<file path="src/hdl/lps_regs.svh">
// Register offsets, field positions, reset values and timing counts of the LIN PHY supervisor.
`ifndef LPS_REGS_SVH
`define LPS_REGS_SVH
`define LPS_CTRL_IDX          5'h17
`define LPS_STAT_IDX          5'h18
`define LPS_MASK_IDX          5'h19
`define LPS_SYS_IDX           5'h1A
`define LPS_CTRL_FAST_BIT     0
`define LPS_CTRL_SHDB_LSB     1
`define LPS_CTRL_WUMD_BIT     3
`define LPS_STAT_WAKE_BIT     0
`define LPS_STAT_DTO_BIT      1
`define LPS_STAT_SHORT_BIT    2
`define LPS_SYS_SLEEP_BIT     0
`define LPS_CTRL_RESET        4'h0
`define LPS_STAT_RESET        3'h0
`define LPS_MASK_RESET        3'h0
`define LPS_SYS_RESET         1'h0
`define LPS_CLK_MHZ           200
`define LPS_DTO_TIME_MS       11
`define LPS_DTO_CYCLES        (`LPS_DTO_TIME_MS * 1000 * `LPS_CLK_MHZ)
`define LPS_WAKE_TIME_US      150
`define LPS_WAKE_CYCLES       (`LPS_WAKE_TIME_US * `LPS_CLK_MHZ)
`define LPS_SHDB_DIV          5
`define LPS_SHDB_CODE0        96
`define LPS_SHDB_CODE1        128
`define LPS_SHDB_CODE2        192
`define LPS_SHDB_CODE3        255
`endif

</file>
<file path="src/hdl/lps_pkg.sv">
// Types shared by the LIN PHY supervisor.
package lps_pkg;
    typedef logic [31:0] lps_word_t;
    typedef logic [2:0]  lps_flags_t;
    typedef enum logic [1:0] {
        LPS_WAKE_IDLE,
        LPS_WAKE_DOM,
        LPS_WAKE_LONG
    } lps_wake_e;
endpackage : lps_pkg

</file>
<file path="src/hdl/lps_sync.sv">
// Three-stage input synchroniser with second/third stage agreement.
`timescale 1ns/1ps
module lps_sync #(
    parameter logic RESET_VAL = 1'b1
) (
    input  wire logic pclk,    // Clock.
    input  wire logic presetn, // Asynchronous reset, active low.
    input  wire logic clk_en,  // Clock enable.
    input  wire logic async_in, // Raw pin level.
    output logic      sync_out  // Filtered level.
);
    logic [2:0] stage_reg;
    logic [2:0] stage_next;
    logic       out_reg;
    logic       out_next;

    always_comb begin
        stage_next = {stage_reg[1:0], async_in};
        out_next   = out_reg;
        // The first stage only feeds the second; agreement looks at stages two and three.
        if (stage_reg[1] == stage_reg[2]) begin
            out_next = stage_reg[2];
        end
    end

    always_ff @(posedge pclk or negedge presetn) begin
        if (!presetn) begin
            stage_reg <= {3{RESET_VAL}};
            out_reg   <= RESET_VAL;
        end else if (clk_en) begin
            stage_reg <= stage_next;
            out_reg   <= out_next;
        end
    end

    assign sync_out = out_reg;
endmodule : lps_sync

</file>
<file path="src/hdl/lps_top.sv">
// LIN PHY supervisor: wake-up detection, short and dominant time-out protection, APB registers.
`timescale 1ns/1ps
`include "lps_regs.svh"
module lps_top #(
    parameter int DTO_CYCLES  = `LPS_DTO_CYCLES,  // Dominant time-out length in pclk cycles.
    parameter int WAKE_CYCLES = `LPS_WAKE_CYCLES, // Minimum wake dominant time in pclk cycles.
    parameter int SHDB_DIV    = `LPS_SHDB_DIV     // Debounce tick divider.
) (
    input  wire logic         pclk,        // Clock, 200 MHz.
    input  wire logic         presetn,     // Asynchronous reset, active low.
    input  wire logic         clk_en,      // Freezes all state while low.
    input  wire logic         psel,        // APB select.
    input  wire logic         penable,     // APB enable.
    input  wire logic         pwrite,      // APB direction.
    input  wire logic [11:0]  paddr,       // APB byte address.
    input  wire logic [31:0]  pwdata,      // APB write data.
    output lps_pkg::lps_word_t prdata,     // APB read data.
    output logic              pready,      // APB ready.
    output logic              pslverr,     // APB error on unmapped address.
    input  wire logic         tx_data,     // Transmit data from the MCU, 0 is dominant.
    input  wire logic         bus_rx_pin,  // Bus level from the receiver, 0 is dominant.
    input  wire logic         tx_overcur,  // Overcurrent comparator of the output stage.
    output logic              tx_drive,    // Transmitter drives dominant when high.
    output logic              tx_power_en, // Transmitter power enable.
    output logic              fast_mode,   // Fast baud slope mode for the analog stage.
    output logic              wake_req,    // One-cycle wake request to the power manager.
    output logic              irq          // Level interrupt.
);
    import lps_pkg::*;

    function automatic logic [11:0] lps_addr(input logic [4:0] idx);
        lps_addr = {5'h00, idx, 2'h0};
    endfunction : lps_addr

    function automatic logic [8:0] shdb_limit(input logic [1:0] code);
        case (code)
            2'h0: shdb_limit = 9'(`LPS_SHDB_CODE0);
            2'h1: shdb_limit = 9'(`LPS_SHDB_CODE1);
            2'h2: shdb_limit = 9'(`LPS_SHDB_CODE2);
            default: shdb_limit = 9'(`LPS_SHDB_CODE3);
        endcase
    endfunction : shdb_limit

    logic bus_rx;
    logic ovc_s;

    lps_sync #(.RESET_VAL(1'b1)) u_sync_rx (
        .pclk     (pclk),
        .presetn  (presetn),
        .clk_en   (clk_en),
        .async_in (bus_rx_pin),
        .sync_out (bus_rx)
    );

    lps_sync #(.RESET_VAL(1'b0)) u_sync_ovc (
        .pclk     (pclk),
        .presetn  (presetn),
        .clk_en   (clk_en),
        .async_in (tx_overcur),
        .sync_out (ovc_s)
    );

    // Register file state.
    logic [3:0]  ctrl_reg;
    logic [3:0]  ctrl_next;
    lps_flags_t  stat_reg;
    lps_flags_t  stat_next;
    lps_flags_t  mask_reg;
    lps_flags_t  mask_next;
    logic        sleep_reg;
    logic        sleep_next;
    lps_word_t   prdata_reg;
    lps_word_t   prdata_next;
    logic        pready_reg;
    logic        pready_next;
    logic        pslverr_reg;
    logic        pslverr_next;
    logic        irq_reg;
    logic        irq_next;

    // Supervision state.
    lps_wake_e   wake_reg;
    lps_wake_e   wake_next;
    logic [31:0] wake_cnt_reg;
    logic [31:0] wake_cnt_next;
    logic        rx_prev_reg;
    logic        rx_prev_next;
    logic [31:0] dto_cnt_reg;
    logic [31:0] dto_cnt_next;
    logic [7:0]  div_cnt_reg;
    logic [7:0]  div_cnt_next;
    logic [8:0]  sh_cnt_reg;
    logic [8:0]  sh_cnt_next;
    logic        tx_drive_reg;
    logic        tx_drive_next;
    logic        tx_pwr_reg;
    logic        tx_pwr_next;
    logic        fast_reg;
    logic        fast_next;
    logic        wake_req_reg;
    logic        wake_req_next;

    logic        wr_en;
    logic        rd_en;
    logic        hit_ctrl;
    logic        hit_stat;
    logic        hit_mask;
    logic        hit_sys;
    logic        wake_evt;
    logic        short_evt;
    logic        dto_evt;
    logic        tx_fault;
    logic        tx_active;

    // One wait state: pready follows the first access edge, and a write lands at the edge that samples it.
    always_comb begin
        wr_en    = psel && penable && pwrite && pready_reg;
        rd_en    = psel && penable && !pwrite && !pready_reg;
        hit_ctrl = 1'b0;
        hit_stat = 1'b0;
        hit_mask = 1'b0;
        hit_sys  = 1'b0;
        if (paddr == lps_addr(`LPS_CTRL_IDX)) begin
            hit_ctrl = 1'b1;
        end else if (paddr == lps_addr(`LPS_STAT_IDX)) begin
            hit_stat = 1'b1;
        end else if (paddr == lps_addr(`LPS_MASK_IDX)) begin
            hit_mask = 1'b1;
        end else if (paddr == lps_addr(`LPS_SYS_IDX)) begin
            hit_sys = 1'b1;
        end
    end

    // A fault holds the transmitter off until its flag is cleared.
    assign tx_fault  = stat_reg[`LPS_STAT_SHORT_BIT] || stat_reg[`LPS_STAT_DTO_BIT];
    assign tx_active = tx_pwr_reg && !tx_fault;

    // Wake detector runs on the receiver only, so it works with the transmitter off.
    always_comb begin
        wake_next     = wake_reg;
        wake_cnt_next = wake_cnt_reg;
        rx_prev_next  = bus_rx;
        wake_evt      = 1'b0;
        case (wake_reg)
            LPS_WAKE_IDLE: begin
                wake_cnt_next = 32'h0000_0000;
                if (sleep_reg && rx_prev_reg && !bus_rx) begin
                    wake_next = LPS_WAKE_DOM;
                end
            end
            LPS_WAKE_DOM: begin
                if (bus_rx || !sleep_reg) begin
                    wake_next = LPS_WAKE_IDLE;
                end else if (wake_cnt_reg >= 32'(WAKE_CYCLES)) begin
                    if (!ctrl_reg[`LPS_CTRL_WUMD_BIT]) begin
                        wake_evt  = 1'b1;
                        wake_next = LPS_WAKE_IDLE;
                    end else begin
                        wake_next = LPS_WAKE_LONG;
                    end
                end else begin
                    wake_cnt_next = wake_cnt_reg + 32'h0000_0001;
                end
            end
            LPS_WAKE_LONG: begin
                if (!sleep_reg) begin
                    wake_next = LPS_WAKE_IDLE;
                end else if (bus_rx) begin
                    wake_evt  = 1'b1;
                    wake_next = LPS_WAKE_IDLE;
                end
            end
            default: begin
                wake_next = LPS_WAKE_IDLE;
            end
        endcase
    end

    // Short debounce counts ticks of a divided clock standing in for the fast oscillator over five.
    always_comb begin
        div_cnt_next = div_cnt_reg;
        sh_cnt_next  = sh_cnt_reg;
        short_evt    = 1'b0;
        if (tx_active && tx_drive_reg && ovc_s && bus_rx) begin
            if (div_cnt_reg >= 8'(SHDB_DIV - 1)) begin
                div_cnt_next = 8'h00;
                if (sh_cnt_reg >= shdb_limit(ctrl_reg[`LPS_CTRL_SHDB_LSB +: 2])) begin
                    short_evt = 1'b1;
                end else begin
                    sh_cnt_next = sh_cnt_reg + 9'h001;
                end
            end else begin
                div_cnt_next = div_cnt_reg + 8'h01;
            end
        end else begin
            div_cnt_next = 8'h00;
            sh_cnt_next  = 9'h000;
        end
    end

    // Counts our own dominant drive only; an externally held bus never advances it.
    always_comb begin
        dto_cnt_next = 32'h0000_0000;
        dto_evt      = 1'b0;
        if (tx_drive_reg) begin
            if (dto_cnt_reg >= 32'(DTO_CYCLES)) begin
                dto_evt      = 1'b1;
                dto_cnt_next = dto_cnt_reg;
            end else begin
                dto_cnt_next = dto_cnt_reg + 32'h0000_0001;
            end
        end
    end

    // Transmitter control.
    always_comb begin
        tx_pwr_next   = tx_pwr_reg;
        wake_req_next = wake_evt;
        if (sleep_reg && !wake_evt) begin
            tx_pwr_next = 1'b0;
        end else if (wake_evt) begin
            tx_pwr_next = 1'b1;
        end else begin
            tx_pwr_next = 1'b1;
        end
        if (short_evt || dto_evt || tx_fault) begin
            tx_pwr_next = 1'b0;
        end
        tx_drive_next = tx_pwr_next && !tx_data;
        fast_next     = ctrl_reg[`LPS_CTRL_FAST_BIT];
    end

    // Register file with sticky flags; a set in the same cycle beats a clear.
    always_comb begin
        ctrl_next    = ctrl_reg;
        mask_next    = mask_reg;
        sleep_next   = sleep_reg;
        stat_next    = stat_reg;
        prdata_next  = prdata_reg;
        pready_next  = psel && penable && !pready_reg;
        pslverr_next = psel && penable && !pready_reg && !(hit_ctrl || hit_stat || hit_mask || hit_sys);
        if (wr_en) begin
            if (hit_ctrl) begin
                ctrl_next = pwdata[3:0];
            end else if (hit_stat) begin
                stat_next = stat_reg & ~pwdata[2:0];
            end else if (hit_mask) begin
                mask_next = pwdata[2:0];
            end else if (hit_sys) begin
                sleep_next = pwdata[`LPS_SYS_SLEEP_BIT];
            end
        end else if (rd_en) begin
            if (hit_ctrl) begin
                prdata_next = {28'h0000000, ctrl_reg};
            end else if (hit_stat) begin
                prdata_next = {29'h00000000, stat_reg};
            end else if (hit_mask) begin
                prdata_next = {29'h00000000, mask_reg};
            end else if (hit_sys) begin
                prdata_next = {31'h00000000, sleep_reg};
            end else begin
                prdata_next  = 32'h0000_0000;
            end
        end
        // Wake leaves sleep so the power manager and transmitter agree.
        if (wake_evt) begin
            sleep_next = 1'b0;
        end
        if (wake_evt) begin
            stat_next[`LPS_STAT_WAKE_BIT] = 1'b1;
        end
        if (dto_evt) begin
            stat_next[`LPS_STAT_DTO_BIT] = 1'b1;
        end
        if (short_evt) begin
            stat_next[`LPS_STAT_SHORT_BIT] = 1'b1;
        end
        irq_next = |(stat_next & mask_next);
    end

    always_ff @(posedge pclk or negedge presetn) begin
        if (!presetn) begin
            ctrl_reg     <= `LPS_CTRL_RESET;
            stat_reg     <= `LPS_STAT_RESET;
            mask_reg     <= `LPS_MASK_RESET;
            sleep_reg    <= `LPS_SYS_RESET;
            prdata_reg   <= 32'h0000_0000;
            pready_reg   <= 1'b0;
            pslverr_reg  <= 1'b0;
            irq_reg      <= 1'b0;
            wake_reg     <= LPS_WAKE_IDLE;
            wake_cnt_reg <= 32'h0000_0000;
            rx_prev_reg  <= 1'b1;
            dto_cnt_reg  <= 32'h0000_0000;
            div_cnt_reg  <= 8'h00;
            sh_cnt_reg   <= 9'h000;
            tx_drive_reg <= 1'b0;
            tx_pwr_reg   <= 1'b0;
            fast_reg     <= 1'b0;
            wake_req_reg <= 1'b0;
        end else if (clk_en) begin
            ctrl_reg     <= ctrl_next;
            stat_reg     <= stat_next;
            mask_reg     <= mask_next;
            sleep_reg    <= sleep_next;
            prdata_reg   <= prdata_next;
            pready_reg   <= pready_next;
            pslverr_reg  <= pslverr_next;
            irq_reg      <= irq_next;
            wake_reg     <= wake_next;
            wake_cnt_reg <= wake_cnt_next;
            rx_prev_reg  <= rx_prev_next;
            dto_cnt_reg  <= dto_cnt_next;
            div_cnt_reg  <= div_cnt_next;
            sh_cnt_reg   <= sh_cnt_next;
            tx_drive_reg <= tx_drive_next;
            tx_pwr_reg   <= tx_pwr_next;
            fast_reg     <= fast_next;
            wake_req_reg <= wake_req_next;
        end
    end

    assign prdata      = prdata_reg;
    assign pready      = pready_reg;
    assign pslverr     = pslverr_reg;
    assign tx_drive    = tx_drive_reg;
    assign tx_power_en = tx_pwr_reg;
    assign fast_mode   = fast_reg;
    assign wake_req    = wake_req_reg;
    assign irq         = irq_reg;
endmodule : lps_top

</file>
<file path="config.mk">
export PLATFORM = sky130hd
export DESIGN_NAME = lps_top
export DESIGN_NICKNAME = d
export VERILOG_FILES = /design/src/hdl/lps_pkg.sv /design/src/hdl/lps_sync.sv /design/src/hdl/lps_top.sv
export VERILOG_INCLUDE_DIRS = /design/src /design/src/hdl
export SDC_FILE = /design/constraint.sdc
export NUM_CORES = 1
export LEC_CHECK = 0
export BUFFER_PORTS_ARGS = -buffer_cell sky130_fd_sc_hd__buf_2
export CORE_MARGIN = 2
export CORE_UTILIZATION = 54
export CTS_BUF_LIST = sky130_fd_sc_hd__clkbuf_2 sky130_fd_sc_hd__clkbuf_4 sky130_fd_sc_hd__clkbuf_8
export DETAILED_ROUTE_END_ITERATION = 16
export PLACE_DENSITY = 0.77
export SYNTH_ARGS = -nofsm -noshare
export SYNTH_HDL_FRONTEND = slang
export SYNTH_HIERARCHICAL = 1
export SYNTH_SLANG_ARGS = --single-unit
</file>
<file path="constraint.sdc">
create_clock -name pclk -period 2.3 [get_ports pclk]
set_input_delay 0.46 -clock pclk [delete_from_list [all_inputs] [get_ports pclk]]
set_output_delay 0.46 -clock pclk [all_outputs]
set_load 0.02 [all_outputs]
</file>
Word-level counts from Yosys, hierarchy flattened
Index checks and enable logic that the tools add are counted.

cells by class
  add/subtract/negate cells = 4
  reduce and logical (&&, ||, !) cells = 45
  muxes and demuxes = 63
  bitwise gates (word level) = 4
  equality and inequality tests = 21
  magnitude comparators = 4

operators by type and width
  operator                                                number
  two-way mux 32 bit                                      4
  adder 32 x 1 -> 32 bit (second input constant)          2
  case mux 32 bit (2 select lines)                        1
  == test 12 x 7 -> 1 bit (second input constant)         4
  two-way mux 9 bit                                       5
  >= comparator 32 x 15 -> 1 bit (second input constant)  1
  >= comparator 32 x 22 -> 1 bit (second input constant)  1
  two-way mux 1 bit                                       32
  two-way mux 3 bit                                       9
  case mux 8 bit (3 select lines)                         1
  two-way mux 8 bit                                       2
  logical AND 1 bit                                       15
  two-way mux 2 bit                                       6
  inequality test 2 bit (second input constant)           5
  adder 9 x 1 -> 9 bit (second input constant)            1
  >= comparator 9 bit                                     1
  AND reduction 3 bit                                     3
  adder 8 x 1 -> 8 bit (second input constant)            1
  >= comparator 8 x 3 -> 1 bit (second input constant)    1
  zero test 1 bit                                         8
  inequality test 2 x 1 -> 1 bit (second input constant)  4
  AND reduction 4 bit                                     2
  logical OR 1 bit                                        7
  bitwise AND 3 bit                                       2
  15 further kinds                                        23

word-level totals
  bits of input ports = 53
  register bits after elaboration = 142
  output and inout bits = 39

Longest topological paths before layout
  word-level depth = 15
  mapped depth = 9

Hierarchy
The synthesis kept the hierarchy.

modules (own cells, without submodules)
  module                  area an instance (um2)  cells an instance  instances
  lps_top                 5753.0                  593                1
  lps_sync at u_sync_rx   161.4                   10                 1
  lps_sync at u_sync_ovc  156.4                   10                 1

Least setup slack after synthesis
OpenSTA, ideal clock, no wires.

  path type = reg-to-reg
  start = register ctrl_reg[1]
  end = register sh_cnt_reg[7]
  clock period less this slack = 2420 ps
  cell stages (with the launch flop) = 10
  arrival = 2332 ps
  slack = -120 ps
  path buffers = 0
  setup time = 87 ps
  cell sequence = dfrtp_1 inv_1 ha_1 ha_1 a211oi_1 o21ai_0 a21oi_2 o21ai_2 or4_1 a22oi_1

between the ends
  longest elaborated chain between the ends = 7

RTL lines
  item                                   line            text
  start, declared                        lps_top.sv:64   logic [3:0] ctrl_reg;
  start signal, assigned                 lps_top.sv:283  ctrl_reg <= `LPS_CTRL_RESET;
  start signal, assigned                 lps_top.sv:302  ctrl_reg <= ctrl_next;
  == test 2 bit (tied with other cells)  lps_top.sv:36   case (code)
  case mux 8 bit (3 select lines) *      lps_top.sv:36
  two-way mux 9 bit *                    lps_top.sv:185  if (div_cnt_reg >= 8'(SHDB_DIV - 1)) begin
  two-way mux 9 bit *                    lps_top.sv:184  if (tx_active && tx_drive_reg && ovc_s && bus_rx) begin
  >= comparator 9 bit *                  lps_top.sv:187  if (sh_cnt_reg >= shdb_limit(ctrl_reg[`LPS_CTRL_SHDB_LSB +: 2])) begin
  inequality test 2 bit (no line) *      --
  AND reduction 3 bit (no line) *        --
  end signal, assigned                   lps_top.sv:315  sh_cnt_reg <= sh_cnt_next;
  end, declared                          lps_top.sv:92   logic [8:0] sh_cnt_reg;

Every way passes the cells marked *; elsewhere a longest branch is shown, timed or not. The select of a mux whose other input is x is not followed.
A chain may end at the register's enable or synchronous reset.

Worst setup path in the final report
  start = register dto_cnt_reg[19]
  end = register dto_cnt_reg[20]

between the ends
  longest elaborated chain between the ends = 3

RTL lines
  item                                                                      line                            text
  start, declared                                                           lps_top.sv:88                   logic [31:0] dto_cnt_reg;
  start signal, assigned                                                    lps_top.sv:313                  dto_cnt_reg <= dto_cnt_next;
  adder 32 x 1 -> 32 bit or >= comparator 32 x 22 -> 1 bit (tied branches)  lps_top.sv:210, lps_top.sv:206
  two-way mux 32 bit or inequality test 2 bit (tied branches)               --
  two-way mux 32 bit or AND reduction 2 bit (tied branches)                 --

Several ways; a longest one is shown, not always the timed one. The select of a mux whose other input is x is not followed.

==> metrics <==
diode count 0; share of cells above drive strength 1 0.243; clock buffer depth 2; CTS Sinks between 100 and 150; gr busiest metal met2; Starting Density 0.558; Slowest-stage cell, CP or4_4; crit path kind reg2reg; Post-DP HPWL about 8600 um; post-route clock period utilization 1.01; failing checks setup timing; fin util 0.648; DR iter-0 viols around 210; vias in the first global route about 4,700; RSZ-0062 raised after global routing yes; Synth Instances about 600; H-tree levels 4; final-report hold violation count 0; final setup fails 3; layout net count around 760; final critical path time including I/O delays and setup approximately 2.3 ns; via count between 4,000 and 5,000; Worst R2R Setup Slack -0.03 ns; min-delay worst type in2reg; pwr/cell area about 640 nW/um2; Netlist cell types 63; Syn-to-layout area delta 16.2%; GR Util met1 0.272; most numerous cell in the Yosys netlist dfrtp_1; Setup crit start kind flop; Cell Chain, Critical Path o41ai_2, nand4_1, a21oi_2, o211ai_1, or4_4, a21oi_2; Synth Warn # 6; Buf+Inv Stages, Crit Path 0; Syn Area/Cell about 9.9 um2; top cells by count, synth dfrtp_1 (109), nand2_1 (51), nor2_1 (43); post-synth top area share 0.449; core footprint between 10,000 and 15,000 um2; Reg area 2860 um2; reg2reg start dto_cnt_reg[19]; synth top area cells dfrtp_1 (45%), ha_1 (4.3%), mux2_2 (3.9%); delay of the slowest critical-path stage ~0.58 ns; RR Endpoint dto_cnt_reg[20]; die area ~12,000 um2; PnR worst setup slack -0.0321 ns; cell mode on critical path a21oi_2; total power 4.52 mW; die height ~110 um; #FFs+latches synth 114; global-route wire length before repair 20,800 um; Final GP Congestion approximately 0.83; fmax ~430 MHz; relative slew slack 0.646; Worst Setup SP dto_cnt_reg[19]; met2 usage 0.364; ys async rst share 1.00; Worst Setup EP dto_cnt_reg[20]; GRT overflow 0; CTS tree yes; Clock Skews 0.0128 ns; crit-path leading delay family compound AO/OA/AOI/OAI gates; Peak VDD IR 0.545 mV; final antenna-violating net count 0; outcome finished with violations; Total Routing Usage GR 0.220; # DRC 0; Max Cap Viol 0; FF-to-FF path depth 6; Critical Path AT between 2 and 3 ns; Post-synth EDFFs 0; Worst path depth 6; buffers added on ports 35; Die W roughly 110 um; Worst-Margin Slew roughly 0.53 ns; largest net degree at the start of global routing 57; Setup crit end kind flop; GR Util met3 0.0629; drt wl/cell 15.2 um; Leak Pwr roughly 3.2 nW; row count 38; area leader, netlist dfrtp_1; io pins 92; CP max FO 6; Worst-Skew Late Latency 0.46 ns; 1st-pass router iterations 4; area of the mapped netlist 6070 um2; clk slew on worst S/H paths 0.07 ns; Seq/Total Area, Yosys 0.471; CTS root buffer clkbuf_8; Main synth FF type dfrtp_1; fin. max-slew vios 0; WP data required ~2.7 ns; initial antenna violation count 0; hold slack about 0.24 ns; Total Wirelength 12,700 um; Filler Cells Inserted 840; area of the multi-input gates a little over 3000 um2; average vias per placed instance about 5.7; CTS Buf Count 17
report_power, final:
group / switching (mW) / leakage [nW] / total (mW) / internal (mW)
clock: 0.891 / 0.193 / 1.86 / 0.968
combinational: 0.336 / 1.49 / 0.509 / 0.173
sequential: 0.0666 / 1.54 / 2.16 / 2.09
logic make-up (layout without fill, tap and decap cells):
group	count (synthesis)	in the layout	synth area share
buf+inv	73	129	0.0631
fa+ha+maj	21	21	0.0433
other cells	1	28	0.000618
mux	22	22	0.0406
flops	114	114	0.471
simple gates	230	230	0.200
compound gates	132	132	0.152
xor+xnor	20	20	0.0289
stage by stage:
stage | cell area [um2] | setup WS (ns) | instances | TNS (ns)
2_1_floorplan | 6170 | 0.0519 | 640 | 0
3_3_place_gp | 6450 | 0.0566 | 793 | 0
3_5_place_dp | 6450 | -0.0168 | 793 | -0.0168
4_1_cts | 6860 | 0.0144 | 827 | 0
5_1_grt | 7050 | -0.107 | 836 | -0.744
6_report | 7050 | -0.0321 | 836 | -0.0557
layer usage:
layer | up-vias | routed length (um)
met4 | 0 | 236
met5 | - | 0
met2 | 90 | 6600
met1 | 2366 | 5410
li1 | 2294 | -
met3 | 27 | 462
how the worst min path moves through the flow:
stage,depth (start not counted),end,from
after global placement,1,wake_cnt_reg[31],presetn
after CTS,2,u_sync_ovc/stage_reg[0],tx_overcur
after detailed placement,1,wake_cnt_reg[16],presetn
final,2,u_sync_ovc/stage_reg[0],tx_overcur
after floorplan,0,ctrl_reg[0],presetn
after global routing,2,u_sync_ovc/stage_reg[0],tx_overcur
layout by cell type (no fill, tap or decap), drive strengths merged, types with 13 or more instances in the layout:
master  count
ha         21
dfrtp     109
and2       23
mux2       21
nor2       44
o21a       13
nand2      51
a21oi      24
conb       28
inv        29
xor2       18
buf        69
nor3       16
o21ai      39
nand4      16
clkbuf     17
and3       15
nand3      20
final cells by class:
cell class / instances / area share
multi-input cells: 453 / 0.433
flip-flops and latches: 114 / 0.406
repair buffers: 70 / 0.0664
clock buffers: 17 / 0.0332
well taps: 140 / 0.0248
clock inverters: 15 / 0.0225
inverters: 27 / 0.0144
repair_timing:
item | CTS | global route
hold endpoints to repair | 31 | 0
endpoints found under the setup margin | 1 | 14
pin swaps | 0 | 11
hold buffers | 1 | 0
gates resized for setup | 0 | 28
buffers inserted | 1 | 9
No activity file was read; power rests on OpenSTA's default activity.
